--- src/ivs_pkg.sv ---
// Package for the interrupt vectoring and stacking block: vectors, codes, carriers.
// Assumes an 8-bit CPU with a 16-bit address space and vectors at the top of memory.
package ivs_pkg;
    // Vector addresses, high byte at the even address
    localparam logic [15:0] VEC_SERIAL = 16'hffd6;
    localparam logic [15:0] VEC_SPI = 16'hffd8;
    localparam logic [15:0] VEC_PEDGE = 16'hffda;
    localparam logic [15:0] VEC_POVF = 16'hffdc;
    localparam logic [15:0] VEC_TOVF = 16'hffde;
    localparam logic [15:0] VEC_IC4OC5 = 16'hffe0;
    localparam logic [15:0] VEC_OC4 = 16'hffe2;
    localparam logic [15:0] VEC_OC3 = 16'hffe4;
    localparam logic [15:0] VEC_OC2 = 16'hffe6;
    localparam logic [15:0] VEC_OC1 = 16'hffe8;
    localparam logic [15:0] VEC_IC3 = 16'hffea;
    localparam logic [15:0] VEC_IC2 = 16'hffec;
    localparam logic [15:0] VEC_IC1 = 16'hffee;
    localparam logic [15:0] VEC_RTI = 16'hfff0;
    localparam logic [15:0] VEC_IRQ = 16'hfff2;
    localparam logic [15:0] VEC_NMI = 16'hfff4;
    localparam logic [15:0] VEC_SWI = 16'hfff6;
    localparam logic [15:0] VEC_ILLOP = 16'hfff8;
    localparam logic [15:0] VEC_WDOG = 16'hfffa;
    localparam logic [15:0] VEC_CLKMON = 16'hfffc;
    localparam logic [15:0] VEC_RESET = 16'hfffe;
    localparam logic [15:0] ADDR_ONE = 16'h0001;
    localparam logic [3:0] PSEL_RESET = 4'h6;
    localparam logic [3:0] PSEL_RSVD = 4'h5;
    localparam logic [3:0] STACK_LAST = 4'h8;
    localparam logic [3:0] CNT_ZERO = 4'h0;
    localparam logic [7:0] BYTE_ZERO = 8'h00;
    // Mask bit positions in the condition code byte
    localparam int I_BIT = 4;
    localparam int X_BIT = 6;
    // Maskable source indices in fixed priority order, 0 highest
    localparam int NMASK = 15;
    localparam int M_IRQ = 0;
    localparam int M_SERIAL = 14;
    // Promotion code per fixed-order index
    localparam logic [3:0] PSEL_OF [NMASK] = '{4'h6, 4'h7, 4'h8, 4'h9, 4'ha, 4'hb, 4'hc,
        4'hd, 4'he, 4'hf, 4'h0, 4'h1, 4'h2, 4'h3, 4'h4};
    localparam logic [15:0] VEC_OF [NMASK] = '{VEC_IRQ, VEC_RTI, VEC_IC1, VEC_IC2, VEC_IC3,
        VEC_OC1, VEC_OC2, VEC_OC3, VEC_OC4, VEC_IC4OC5, VEC_TOVF, VEC_POVF, VEC_PEDGE,
        VEC_SPI, VEC_SERIAL};

    // Register set that is stacked
    typedef struct packed {
        logic [15:0] pc;
        logic [15:0] iy;
        logic [15:0] ix;
        logic [7:0] accumulatorA;
        logic [7:0] accumulatorB;
        logic [7:0] conditionCodeRegister;
    } ivs_regs_t;

    // Raw peripheral flags, fixed-order index except serial group
    typedef struct packed {
        logic irq;
        logic rti;
        logic [3:1] capture;
        logic [4:1] compare;
        logic capture4Compare5;
        logic timerOverflow;
        logic pulseOverflow;
        logic pulseEdge;
        logic spiDone;
        logic receiveFull;
        logic overrun;
        logic transmitEmpty;
        logic transmitComplete;
        logic idleLine;
    } ivs_flags_t;

    // Local enables
    typedef struct packed {
        logic periodicTickIrqEnable;
        logic [3:1] captureIrqEnable;
        logic [4:1] compareIrqEnable;
        logic capture4Compare5IrqEnable;
        logic timerOverflowIrqEnable;
        logic pulseOverflowIrqEnable;
        logic pulseEdgeIrqEnable;
        logic spiDoneIrqEnable;
        logic receiveIrqEnable;
        logic transmitEmptyIrqEnable;
        logic transmitCompleteIrqEnable;
        logic idleLineIrqEnable;
    } ivs_enables_t;

    typedef enum logic [2:0] {
        IVS_IDLE = 3'b000,
        IVS_WAIT = 3'b001,
        IVS_PUSH = 3'b010,
        IVS_VECHI = 3'b011,
        IVS_VECLO = 3'b100,
        IVS_POP = 3'b101
    } ivs_state_t;
endpackage

--- src/ivs_vector_stack.sv ---
// Interrupt recognition, vector choice, register stacking and unstacking.
// Assumes a CPU sequencer that pulses instruction-end, return and trap strobes,
// and a byte memory port that completes each access in the cycle it is asserted.
// What this block does
// Maskable requests accepted only with I clear
// Illegal opcode, software trap, NMI ignore I
// Twenty-five sources share twenty-one vectors
// Status read then data read clears receive-full
// Serial requests share one vector, locally gated
// SPI done gated by its enable
// Pulse edge and overflow, own enables
// Timer overflow, capture4/compare5, own vectors
// Compare 4..1 own vectors and enables
// Capture 3..1 own vectors and enables
// Highest pending source vector; RTI, IRQ, NMI, SWI
// Illegal, watchdog, clock monitor, reset vectors
// Recognizable once local and global masks permit
// Service starts when current instruction ends
// Push PC, Y, X, A, B, condition codes
// After condition code push set I; X for NMI
// Return pops in reverse order
// Priority select promotes one maskable; reset selects IRQ
// Maskable entry leaves X unchanged
// Stack pointer moves one per byte
// Vector read high byte first, loads PC
`timescale 1ns/10ps
module ivs_vector_stack (
    input wire logic mclk,
    input wire logic rstn,
    input wire ivs_pkg::ivs_flags_t flags,
    input wire ivs_pkg::ivs_enables_t enables,
    input wire logic nonmaskablePinRequest,
    input wire logic illegalOpcode,
    input wire logic softwareInterrupt,
    input wire logic watchdogFail,
    input wire logic watchdogDisable,
    input wire logic clockMonitorFail,
    input wire logic clockMonitorEnable,
    input wire logic powerOnReset,
    input wire logic [3:0] prioritySelect,
    input wire logic prioritySelectWrite,
    input wire logic serialStatusRead,
    input wire logic serialDataRead,
    input wire logic instructionEnd,
    input wire logic returnFromInterrupt,
    input wire ivs_pkg::ivs_regs_t cpuRegs,
    input wire logic [15:0] stackPointer,
    input wire logic [7:0] memReadData,
    output logic requestPending,
    output logic busy,
    output logic memWrite,
    output logic memRead,
    output logic [15:0] memAddr,
    output logic [7:0] memWriteData,
    output logic loadRegs,
    output ivs_pkg::ivs_regs_t newRegs,
    output logic [15:0] newStackPointer,
    output logic [3:0] prioritySelectOut,
    output logic receiveFullClear
);
    ivs_pkg::ivs_state_t state_ff, nxt_state;
    logic [3:0] cnt_ff, nxt_cnt;
    logic [15:0] sp_ff, nxt_sp;
    logic [15:0] vec_ff, nxt_vec;
    logic nmiEntry_ff, nxt_nmiEntry;
    ivs_pkg::ivs_regs_t regs_ff, nxt_regs;
    logic load_ff, nxt_load;
    logic [3:0] psel_ff, nxt_psel;
    logic statusSeen_ff, nxt_statusSeen;
    logic [ivs_pkg::NMASK-1:0] maskReq;
    logic serialReq;
    logic resetReq;
    logic iBit;
    logic xBit;
    logic [15:0] pickVec;
    logic pickNmi;
    logic anyReq;

    // Byte of the register image at a stack slot, slot 0 is PC low
    function automatic logic [7:0] slotByte(input ivs_pkg::ivs_regs_t r, input logic [3:0] s);
        logic [7:0] b;
        b = r.conditionCodeRegister;
        unique case (s)
            4'h0: b = r.pc[7:0];
            4'h1: b = r.pc[15:8];
            4'h2: b = r.iy[7:0];
            4'h3: b = r.iy[15:8];
            4'h4: b = r.ix[7:0];
            4'h5: b = r.ix[15:8];
            4'h6: b = r.accumulatorA;
            4'h7: b = r.accumulatorB;
            default: b = r.conditionCodeRegister;
        endcase
        return b;
    endfunction

    // Register image with one stack slot replaced
    function automatic ivs_pkg::ivs_regs_t setSlot(input ivs_pkg::ivs_regs_t r,
            input logic [3:0] s, input logic [7:0] v);
        ivs_pkg::ivs_regs_t o;
        o = r;
        unique case (s)
            4'h0: o.pc[7:0] = v;
            4'h1: o.pc[15:8] = v;
            4'h2: o.iy[7:0] = v;
            4'h3: o.iy[15:8] = v;
            4'h4: o.ix[7:0] = v;
            4'h5: o.ix[15:8] = v;
            4'h6: o.accumulatorA = v;
            4'h7: o.accumulatorB = v;
            default: o.conditionCodeRegister = v;
        endcase
        return o;
    endfunction

    assign iBit = cpuRegs.conditionCodeRegister[ivs_pkg::I_BIT];
    assign xBit = cpuRegs.conditionCodeRegister[ivs_pkg::X_BIT];

    // Local gating of each maskable source except IRQ, fixed priority order
    assign serialReq = ((flags.receiveFull | flags.overrun) & enables.receiveIrqEnable)
        | (flags.transmitEmpty & enables.transmitEmptyIrqEnable)
        | (flags.transmitComplete & enables.transmitCompleteIrqEnable)
        | (flags.idleLine & enables.idleLineIrqEnable);
    assign maskReq = {serialReq,
        flags.spiDone & enables.spiDoneIrqEnable,
        flags.pulseEdge & enables.pulseEdgeIrqEnable,
        flags.pulseOverflow & enables.pulseOverflowIrqEnable,
        flags.timerOverflow & enables.timerOverflowIrqEnable,
        flags.capture4Compare5 & enables.capture4Compare5IrqEnable,
        flags.compare[4] & enables.compareIrqEnable[4],
        flags.compare[3] & enables.compareIrqEnable[3],
        flags.compare[2] & enables.compareIrqEnable[2],
        flags.compare[1] & enables.compareIrqEnable[1],
        flags.capture[3] & enables.captureIrqEnable[3],
        flags.capture[2] & enables.captureIrqEnable[2],
        flags.capture[1] & enables.captureIrqEnable[1],
        flags.rti & enables.periodicTickIrqEnable,
        flags.irq};

    assign resetReq = powerOnReset | clockMonitorFail & clockMonitorEnable
        | watchdogFail & ~watchdogDisable;

    // Priority resolution; non-maskables first, then promoted, then fixed order
    always_comb begin
        pickVec = ivs_pkg::VEC_RESET;
        pickNmi = 1'b0;
        anyReq = 1'b1;
        if (powerOnReset) begin
            pickVec = ivs_pkg::VEC_RESET;
        end else if (clockMonitorFail & clockMonitorEnable) begin
            pickVec = ivs_pkg::VEC_CLKMON;
        end else if (watchdogFail & ~watchdogDisable) begin
            pickVec = ivs_pkg::VEC_WDOG;
        end else if (nonmaskablePinRequest & ~xBit) begin
            pickVec = ivs_pkg::VEC_NMI;
            pickNmi = 1'b1;
        end else if (illegalOpcode) begin
            pickVec = ivs_pkg::VEC_ILLOP;
        end else if (softwareInterrupt) begin
            pickVec = ivs_pkg::VEC_SWI;
        end else if (~iBit & (|maskReq)) begin
            for (int k = ivs_pkg::NMASK - 1; k >= 0; k--) begin
                if (maskReq[k]) begin
                    pickVec = ivs_pkg::VEC_OF[k];
                end
            end
            for (int k = 0; k < ivs_pkg::NMASK; k++) begin
                if (maskReq[k] && (ivs_pkg::PSEL_OF[k] == psel_ff
                        || (k == ivs_pkg::M_IRQ && psel_ff == ivs_pkg::PSEL_RSVD))) begin
                    pickVec = ivs_pkg::VEC_OF[k];
                end
            end
        end else begin
            anyReq = 1'b0;
        end
    end

    // Sequencer next state: wait, push, vector fetch, or pop
    always_comb begin
        nxt_state = state_ff;
        nxt_cnt = cnt_ff;
        nxt_sp = sp_ff;
        nxt_vec = vec_ff;
        nxt_nmiEntry = nmiEntry_ff;
        nxt_regs = regs_ff;
        nxt_load = 1'b0;
        unique case (state_ff)
            ivs_pkg::IVS_IDLE: begin
                if (resetReq) begin
                    nxt_vec = pickVec;
                    nxt_state = ivs_pkg::IVS_VECHI;
                end else if (returnFromInterrupt) begin
                    nxt_regs = cpuRegs;
                    nxt_sp = stackPointer;
                    nxt_cnt = ivs_pkg::STACK_LAST;
                    nxt_state = ivs_pkg::IVS_POP;
                end else if (anyReq) begin
                    nxt_state = ivs_pkg::IVS_WAIT;
                end
            end
            ivs_pkg::IVS_WAIT: begin
                if (instructionEnd) begin
                    nxt_regs = cpuRegs;
                    nxt_sp = stackPointer;
                    nxt_cnt = ivs_pkg::CNT_ZERO;
                    nxt_vec = pickVec;
                    nxt_nmiEntry = pickNmi;
                    nxt_state = anyReq ? ivs_pkg::IVS_PUSH : ivs_pkg::IVS_IDLE;
                end
            end
            ivs_pkg::IVS_PUSH: begin
                nxt_sp = sp_ff - ivs_pkg::ADDR_ONE;
                nxt_cnt = cnt_ff + 4'h1;
                if (cnt_ff == ivs_pkg::STACK_LAST) begin
                    nxt_regs.conditionCodeRegister[ivs_pkg::I_BIT] = 1'b1;
                    if (nmiEntry_ff) begin
                        nxt_regs.conditionCodeRegister[ivs_pkg::X_BIT] = 1'b1;
                    end
                    nxt_state = ivs_pkg::IVS_VECHI;
                end
            end
            ivs_pkg::IVS_VECHI: begin
                nxt_regs.pc[15:8] = memReadData;
                nxt_state = ivs_pkg::IVS_VECLO;
            end
            ivs_pkg::IVS_VECLO: begin
                nxt_regs.pc[7:0] = memReadData;
                nxt_load = 1'b1;
                nxt_state = ivs_pkg::IVS_IDLE;
            end
            ivs_pkg::IVS_POP: begin
                nxt_sp = sp_ff + ivs_pkg::ADDR_ONE;
                nxt_regs = setSlot(regs_ff, cnt_ff, memReadData);
                nxt_cnt = cnt_ff - 4'h1;
                if (cnt_ff == ivs_pkg::CNT_ZERO) begin
                    nxt_load = 1'b1;
                    nxt_state = ivs_pkg::IVS_IDLE;
                end
            end
            default: nxt_state = ivs_pkg::IVS_IDLE;
        endcase
    end

    // Memory port; pop pre-increments, so it reads one above the pointer
    always_comb begin
        memWrite = 1'b0;
        memRead = 1'b0;
        memAddr = sp_ff;
        memWriteData = ivs_pkg::BYTE_ZERO;
        unique case (state_ff)
            ivs_pkg::IVS_PUSH: begin
                memWrite = 1'b1;
                memWriteData = slotByte(regs_ff, cnt_ff);
            end
            ivs_pkg::IVS_VECHI: begin
                memRead = 1'b1;
                memAddr = vec_ff;
            end
            ivs_pkg::IVS_VECLO: begin
                memRead = 1'b1;
                memAddr = vec_ff | ivs_pkg::ADDR_ONE;
            end
            ivs_pkg::IVS_POP: begin
                memRead = 1'b1;
                memAddr = sp_ff + ivs_pkg::ADDR_ONE;
            end
            default: memAddr = sp_ff;
        endcase
    end

    // Priority select only changes while I is set, avoiding races
    always_comb begin
        nxt_psel = psel_ff;
        if (prioritySelectWrite && iBit) begin
            nxt_psel = prioritySelect;
        end
        // Data read arms nothing; only a status read with the flag set arms the clear
        nxt_statusSeen = statusSeen_ff;
        if (serialStatusRead) begin
            nxt_statusSeen = flags.receiveFull;
        end else if (serialDataRead) begin
            nxt_statusSeen = 1'b0;
        end
    end

    assign receiveFullClear = statusSeen_ff & serialDataRead & ~serialStatusRead;
    assign requestPending = anyReq;
    assign busy = (state_ff != ivs_pkg::IVS_IDLE) && (state_ff != ivs_pkg::IVS_WAIT);
    assign loadRegs = load_ff;
    assign newRegs = regs_ff;
    assign newStackPointer = sp_ff;
    assign prioritySelectOut = psel_ff;

    // State registers
    always_ff @(posedge mclk) begin
        if (!rstn) begin
            state_ff <= ivs_pkg::IVS_IDLE;
            cnt_ff <= ivs_pkg::CNT_ZERO;
            sp_ff <= '0;
            vec_ff <= ivs_pkg::VEC_RESET;
            nmiEntry_ff <= 1'b0;
            regs_ff <= '0;
            load_ff <= 1'b0;
            psel_ff <= ivs_pkg::PSEL_RESET;
            statusSeen_ff <= 1'b0;
        end else begin
            state_ff <= nxt_state;
            cnt_ff <= nxt_cnt;
            sp_ff <= nxt_sp;
            vec_ff <= nxt_vec;
            nmiEntry_ff <= nxt_nmiEntry;
            regs_ff <= nxt_regs;
            load_ff <= nxt_load;
            psel_ff <= nxt_psel;
            statusSeen_ff <= nxt_statusSeen;
        end
    end
endmodule

--- config.mk ---
export PLATFORM = sky130hd
export DESIGN_NAME = ivs_vector_stack
export DESIGN_NICKNAME = d
export VERILOG_FILES = /design/src/ivs_pkg.sv /design/src/ivs_vector_stack.sv
export SDC_FILE = /design/constraint.sdc
export NUM_CORES = 1
export LEC_CHECK = 0
export CAP_MARGIN = 20
export CORE_MARGIN = 5
export CORE_UTILIZATION = 46
export DETAILED_ROUTE_END_ITERATION = 8
export DONT_BUFFER_PORTS = 1
export GPL_TIMING_DRIVEN = 0
export HOLD_SLACK_MARGIN = 0.06
export PLACE_DENSITY = 0.61
export SLEW_MARGIN = 20
export SYNTH_ARGS = -nofsm -noshare
export SYNTH_HDL_FRONTEND = slang
export SYNTH_SLANG_ARGS = --single-unit
--- constraint.sdc ---
create_clock -name mclk -period 2.8 [get_ports mclk]
set_input_delay 0.56 -clock mclk [delete_from_list [all_inputs] [get_ports mclk]]
set_output_delay 0.56 -clock mclk [all_outputs]
set_load 0.01 [all_outputs]
After elaboration in Yosys (flattened, before gate mapping)
Cells that the tools add are included.
- bits of input ports: 151
- bits in registers: 118
- logic and storage cells: 245
- multiplexer cells: 98
- equal/unequal tests: 45
- add/subtract/negate cells: 4
- bitwise operators: 33
- reductions and logical operators: 46
- operators by type and width (kind ; number):
    16-bit 2-to-1 mux ; 41
    72-bit 2-to-1 mux ; 3
    49-bit one-hot mux with 3 select lines ; 1
    8-bit 2-to-1 mux ; 10
    16-bit one-hot mux with 4 select lines ; 1
    8-bit one-hot mux with 4 select lines ; 2
    8-bit one-hot mux with 8 select lines ; 1
    16-bit one-hot mux with 3 select lines ; 1
    5-bit AND reduction ; 9
    4-bit == test, first input constant ; 8
    16-bit one-hot mux with 2 select lines ; 1
    2-bit inequality test, second input constant ; 15
    1-bit bitwise AND ; 23
    4-bit by 3-bit == test with 1-bit output, second input constant ; 5
    1-bit 2-to-1 mux ; 19
    3-bit 2-to-1 mux ; 6
    1-bit logical AND ; 17
    16-bit by 1-bit adder with 16-bit output, second input constant ; 1
    4-bit one-hot mux with 4 select lines ; 1
    16-bit by 1-bit subtractor with 16-bit output, second input constant ; 1
    3-bit one-hot mux with 5 select lines ; 1
    15-bit OR reduction ; 1
    3-bit by 4-bit == test with 1-bit output, first input constant ; 3
    4-bit 2-to-1 mux ; 3
    other kinds (33) ; 52

Depth between registers and ports, before layout
Gate-level depths: netlist of run 1.
- depth in word-level cells: 44
- gate-level depth with buffers: 10

Worst setup path before layout of run 1
OpenSTA, ideal clock, no wires.
- path type: reg2out
- start point: register cnt_ff[0]
- end point: output memWriteData[2]
- setup slack: 0.292 ns
- data required time: 2.240 ns
- data arrival time: 1.948 ns
- cell stages (with the launch flop): 7
- cells stage by stage: dfxtp_1 inv_1 ha_1 clkbuf_1 o41ai_2 a221oi_1 a21oi_1
- cells in the longest elaborated chain, start to end: 3
- ends and longest elaborated chain (item ; RTL line ; source):
    start, declared ; ivs_vector_stack.sv:62 ; logic [3:0] cnt_ff, nxt_cnt;
    start signal, assigned ; ivs_vector_stack.sv:298 ; cnt_ff <= ivs_pkg::CNT_ZERO;
    start signal, assigned ; ivs_vector_stack.sv:308 ; cnt_ff <= nxt_cnt;
    4-bit by 3-bit == test with 1-bit output, or another cell as far along ; ivs_vector_stack.sv:83 ; unique case (s)
    8-bit one-hot mux with 8 select lines * ; ivs_vector_stack.sv:83 ;
    8-bit 2-to-1 mux * ; ivs_vector_stack.sv:250 ; unique case (state_ff)
    end, declared ; ivs_vector_stack.sv:54 ; output logic [7:0] memWriteData,
Every way passes the cells marked *; elsewhere a longest branch is shown, timed or not.

Worst setup path after layout of run 1
- start point: register cnt_ff[1]
- end point: output memWriteData[5]
The elaborated chain is that of the path after synthesis.

==> qor.txt, run 1 <==
routed length per placed instance = 25.4 µm
power per cell area = 831 nW/µm²
Setup crit end kind = output pin
Clk Latency, worst-skew pair = 360 ps
RR Startpoint = state_ff[0]
crit path from = cnt_ff[1]
CP required = 2240 ps
share of the synthesized area in the top cell type = 0.293
xor/xnor share of the synthesized area = 0.0240
most frequent cells in the layout = nor2_1, a21oi_1, dfxtp_1, nand2_1, a211oi_1
CTS Hold Buffers Added = 0
area delta synth->final = 10.7%
Unique masters post-synth = 75
CTS buffer count = 9
Leak Pwr = 2.94 nW
nets = 1159
core region area = 15700 µm²
Yosys warnings = 0
Post-synth top flop = dfxtp_1
compound-cell area share of the yosys netlist = 0.312
Die H = 136 µm
Synth Area per Inst = 7.39 µm²
final WL = 31000 µm
Initial DRC Count = 799
number of enable flip-flop cells after synthesis = 0
Residual DRC = 0
n_diodes = 0
drt pass-1 iters = 5
share of layout cells above drive strength 1 = 0.118
register area = 2150 µm²
Top Ports = 273
Worst VDD drop = 0.369 mV
# port buffers = 0
Worst Skew = 10.5 ps
total congestion overflow = 0
largest net degree at the start of global routing = 20
status = complete, no violations
initial antenna violation count = 0
crit path capture = memWriteData[5]
Die ar. = 18500 µm²
Chip Width = 136 µm
TritonCTS Sinks = 107
Tcrit/Tclk final = 0.987
hold_ws = 340 ps
final slew viol count = 0
minimum clock period = 2760 ps
mux share of post-synthesis cell area = 0.0500
CTS max path bufs = 2
Post-Syn Instances = 988
Slew headroom = 0.475
area leader, netlist = dfxtp_1
post-synthesis async set-or-reset flop share = 0
CTS tree = done
FF-to-FF setup slack = 150 ps
Reg clk slew, reported paths = 80 ps
r2r endpoint = newRegs[5]
crit path kind = register to output pin
final antenna-violating net count = 0
Critical Path Fanout Max = 10
most common cell after layout, fill and taps aside = nor2_1
total power draw = 6.72 mW
worst slew pin tran = 785 ps
vias in the first global route = 7414
Routability Congestion = 0.967
crit path DAT = 2200 ps
hold path depth = 2
largest family of logic cells by synthesized area = compound AO/OA/AOI/OAI gates
Mapped Area = 7300 µm²
top post-synthesis cells by area = dfxtp_1, a21oi_1, a211oi_1
Hold Violations, Final = 0
Final setup viols = 0
Simple-Gate Fraction of Synth Area = 0.246
post-synthesis sequential area ratio = 0.293
H-tree levels = 3
FMAX = 0.362 GHz
crit path launch type = register
FF-to-FF path depth = 8
Maximum Capacitance Violations = 0
Initial Util = 0.465
Tightest Hold Check Type = primary input to register
syn_nets = 1145
CTS Root Cell = clkbuf_16
aggregate global-route resource usage = 0.316
via density per instance = 6.62
first-pass GRT wire length = 45000 µm
Multi-input gate area = 4820 µm²
FF+latch count, synth = 107
via count = 8084
Post-DP HPWL = 23700 µm
fill count = 1630
Rows = 46
Post-Synth Adder-Cell Area = 0.0103
RSZ-0062 raised after global routing = yes
-- area by class of cell --
cell class,count,share of cell area
Inverter,15,0.00696
Buffer,91,0.0562
Multi-Input combinational cell,772,0.596
Clock inverter,6,0.00758
Tap cell,216,0.0334
Clock buffer,9,0.0279
Sequential cell,107,0.266
Timing Repair Buffer,6,0.00604
-- cell families after synthesis --
kind of cell               after synthesis
xor gates and xnor gates                20
AOI/OAI and AO/OA                      348
DFF                                    107
buffers and inverters                  109
muxes                                   35
adders and majority gates                6
and+or+nand+nor                        363
-- worst min path at each step --
stage	start	endpoint	slack, ps
CTS	flags[4]	statusSeen_ff	330
global route	prioritySelect[0]	prioritySelectOut[0]	340
global placement	nmiEntry_ff	nmiEntry_ff	470
finish	flags[4]	statusSeen_ff	340
floorplan	nmiEntry_ff	nmiEntry_ff	450
detailed placement	nmiEntry_ff	nmiEntry_ff	470
-- per-layer routing --
metal | track usage | wire length, µm | vias up
met4 | 0.108 | 995 | 0
met2 | 0.478 | 13500 | 488
li1 | - | - | 3721
met3 | 0.0966 | 3700 | 61
met1 | 0.429 | 12800 | 3814
met5 | 0 | 0 | -
-- Yosys cell counts, types with 6 or more instances --
| cell | number |
|---|---|
| nor2_1 | 125 |
| a21oi_1 | 121 |
| dfxtp_1 | 107 |
| nand2_1 | 71 |
| a211oi_1 | 65 |
| clkbuf_1 | 64 |
| o21ai_0 | 48 |
| nand3_1 | 36 |
| nor3_1 | 24 |
| mux2i_1 | 23 |
| buf_2 | 15 |
| inv_1 | 15 |
| a22oi_1 | 14 |
| nand4_1 | 14 |
| a221oi_1 | 13 |
| and2_1 | 13 |
| mux2_2 | 12 |
| nor2b_1 | 12 |
| nor4_1 | 12 |
| o31ai_1 | 12 |
| xor2_1 | 11 |
| buf_1 | 10 |
| nand2b_1 | 10 |
| a31oi_1 | 9 |
| and3_1 | 9 |
| xnor2_1 | 9 |
| a22o_1 | 8 |
| a222oi_1 | 6 |
| ha_1 | 6 |
| or3_1 | 6 |
-- critical path, cell delays in order (launching register included) --
cell and delay (ps):
dfxtp_4 390, inv_1 100, ha_2 210, clkbuf_4 210
inv_1 150, nor3_4 70, a32o_1 230, a221oi_2 320
a21oi_2 160
-- flip-flops by register name, summed over array words and instances (netlist names) --
name / flops
newRegs: 72
newStackPointer: 16
vec_ff: 5
cnt_ff: 4
prioritySelectOut: 4
state_ff: 3
loadRegs: 1
nmiEntry_ff: 1
statusSeen_ff: 1
-- power breakdown --
part / switching (mW) / internal, mW
combinational: 1.90 / 1.14
sequential: 0.549 / 1.84
clock: 0.657 / 0.621
-- per-stage QoR --
step                      setup TNS (ps)  std cells  setup WS, ps  cell area [µm²]   util
after floorplan                        0        988           292             7300      -
after global placement             -4970       1204          -456             7570  0.482
after detailed placement           -5330       1204          -478             7570  0.482
after CTS                              0       1223          1.74             8030  0.511
after global routing               -6.19       1222         -4.77             8090  0.515
final                                  0       1222          37.3             8090  0.515
-- what timing repair did --
| item | 4_1_cts | 5_1_grt |
|---|---|---|
| endpoints found under the setup margin | 31 | 41 |
| gates resized for setup | 48 | 37 |
| hold endpoints to repair | 0 | 0 |
| setup buffers | 5 | 1 |
| pin swaps | 3 | 5 |
Note: power is estimated with default switching activity, not from simulation.
==> inputs of run 2 (changes only) <==
Settings changed: MAX_ROUTING_LAYER from default to met4, RECOVER_POWER from default to 50.
==> qor.txt, run 2 (synthesis results as in run 1) <==
status = complete, no violations
Core Util, Final = 0.515
CTS buffer count = 9
Worst Skew = 8.19 ps
r2r endpoint = newRegs[30]
worst slew pin tran = 786 ps
Initial DRC Count = 857
worst-path cell chain = inv_1, ha_1, clkbuf_4, inv_1, nor3_4, a32o_1, a221oi_2, a21oi_2
crit path kind = register to output pin
CTS Root Cell = clkbuf_16
Chip Width = 136 µm
via count = 8213
Initial Util = 0.465
final antenna-violating net count = 0
CTS Hold Buffers Added = 0
drt pass-1 iters = 6
Slew headroom = 0.474
crit path launch type = register
Tcrit/Tclk final = 0.998
Tightest Hold Check Type = primary input to register
Leak Pwr = 2.94 nW
nets = 1159
FF-to-FF setup slack = 130 ps
TritonCTS Sinks = 107
Residual DRC = 0
vias in the first global route = 7754
aggregate global-route resource usage = 0.332
Maximum Capacitance Violations = 0
CP top delay family = compound AO/OA/AOI/OAI gates
Die ar. = 18500 µm²
Final setup viols = 0
FF-to-FF path depth = 7
Top Ports = 273
setup ws final = 5.85 ps
Worst VDD drop = 0.344 mV
Critical Path Stages = 8
FMAX = 0.358 GHz
largest net degree at the start of global routing = 20
crit path DAT = 2230 ps
Clk Latency, worst-skew pair = 370 ps
CP required = 2240 ps
hold_sp = prioritySelect[0]
max incr delay on CP = 390 ps
most frequent cells in the layout = nor2_1, a21oi_1, dfxtp_1, nand2_1, a211oi_1
# port buffers = 0
total congestion overflow = 0
CTS tree = done
crit path capture = memWriteData[3]
max reg flops = 72
most used cell, CP = inv_1
Place WS = -418 ps
n_diodes = 0
RSZ-0062 raised after global routing = yes
CTS max path bufs = 2
Buf/Inv on CP = 3
RR Startpoint = state_ff[0]
final slew viol count = 0
Hold Violations, Final = 0
total power draw = 6.75 mW
area delta synth->final = 10.9%
hold path depth = 2
power per cell area = 834 nW/µm²
minimum clock period = 2790 ps
Reg clk slew, reported paths = 80 ps
share of layout cells above drive strength 1 = 0.119
design area = 8100 µm²
Routability Congestion = 0.991
Setup crit end kind = output pin
Critical Path Fanout Max = 10
setup TNS = 0 ps
final WL = 31100 µm
crit path max-delay cell type = dfxtp_4
Post-DP HPWL = 23700 µm
Placed Area = 7570 µm²
Rows = 46
crit path from = cnt_ff[1]
most common cell after layout, fill and taps aside = nor2_1
initial antenna violation count = 0
fill count = 1582
core region area = 15700 µm²
routed length per placed instance = 25.4 µm
via density per instance = 6.72
H-tree levels = 3
Die H = 136 µm
first-pass GRT wire length = 46000 µm
==> run 2: power breakdown <==
part           internal [mW]  switching, mW
logic                   1.14           1.93
clock network          0.626          0.677
registers               1.84          0.536
total                   3.60           3.15
==> run 2: what timing repair did <==
item,CTS,global route
resized for setup,49,38
endpoints found under the setup margin,31,47
pin swaps,3,6
buffers inserted,5,1
==> run 2: final cells by class <==
class	instances	area, µm²	share of cell area
buffer	91	457	0.0564
clock buffer	10	229	0.0283
clock inverter	6	56.3	0.00696
inverter	15	56.3	0.00696
multi-input combinational	772	4820	0.596
sequential	107	2150	0.266
tap	216	270	0.0334
timing repair buffer	6	48.8	0.00603
==> run 2: per-stage QoR <==
stage	hold slack (ps)	std cells
4_1_cts	332	1224
3_5_place_dp	472	1204
3_3_place_gp	472	1204
5_1_grt	334	1223
6_report	335	1223
2_1_floorplan	450	988
==> run 2: per-layer routing <==
metal,global-route usage,vias to the layer above,part of all wire
met5,-,-,0
met4,0.106,0,0.030
met3,0.0885,65,0.13
met2,0.498,550,0.44
met1,0.437,3889,0.40
li1,-,3709,-
==> run 2: worst register-to-register path: stages, from the launching register on <==
cell and delay (ps):
dfxtp_1 430, nor2b_1 430, o21ai_0 330, o31a_1 250, nor2_1 520, buf_2 360, nor2_1 70, a211oi_1 200
==> run 2: worst min path at each step <==
stage                                      end
final                     prioritySelectOut[0]
after global routing      prioritySelectOut[0]
after CTS                 prioritySelectOut[0]
after detailed placement           nmiEntry_ff
after global placement             nmiEntry_ff
after floorplan                    nmiEntry_ff
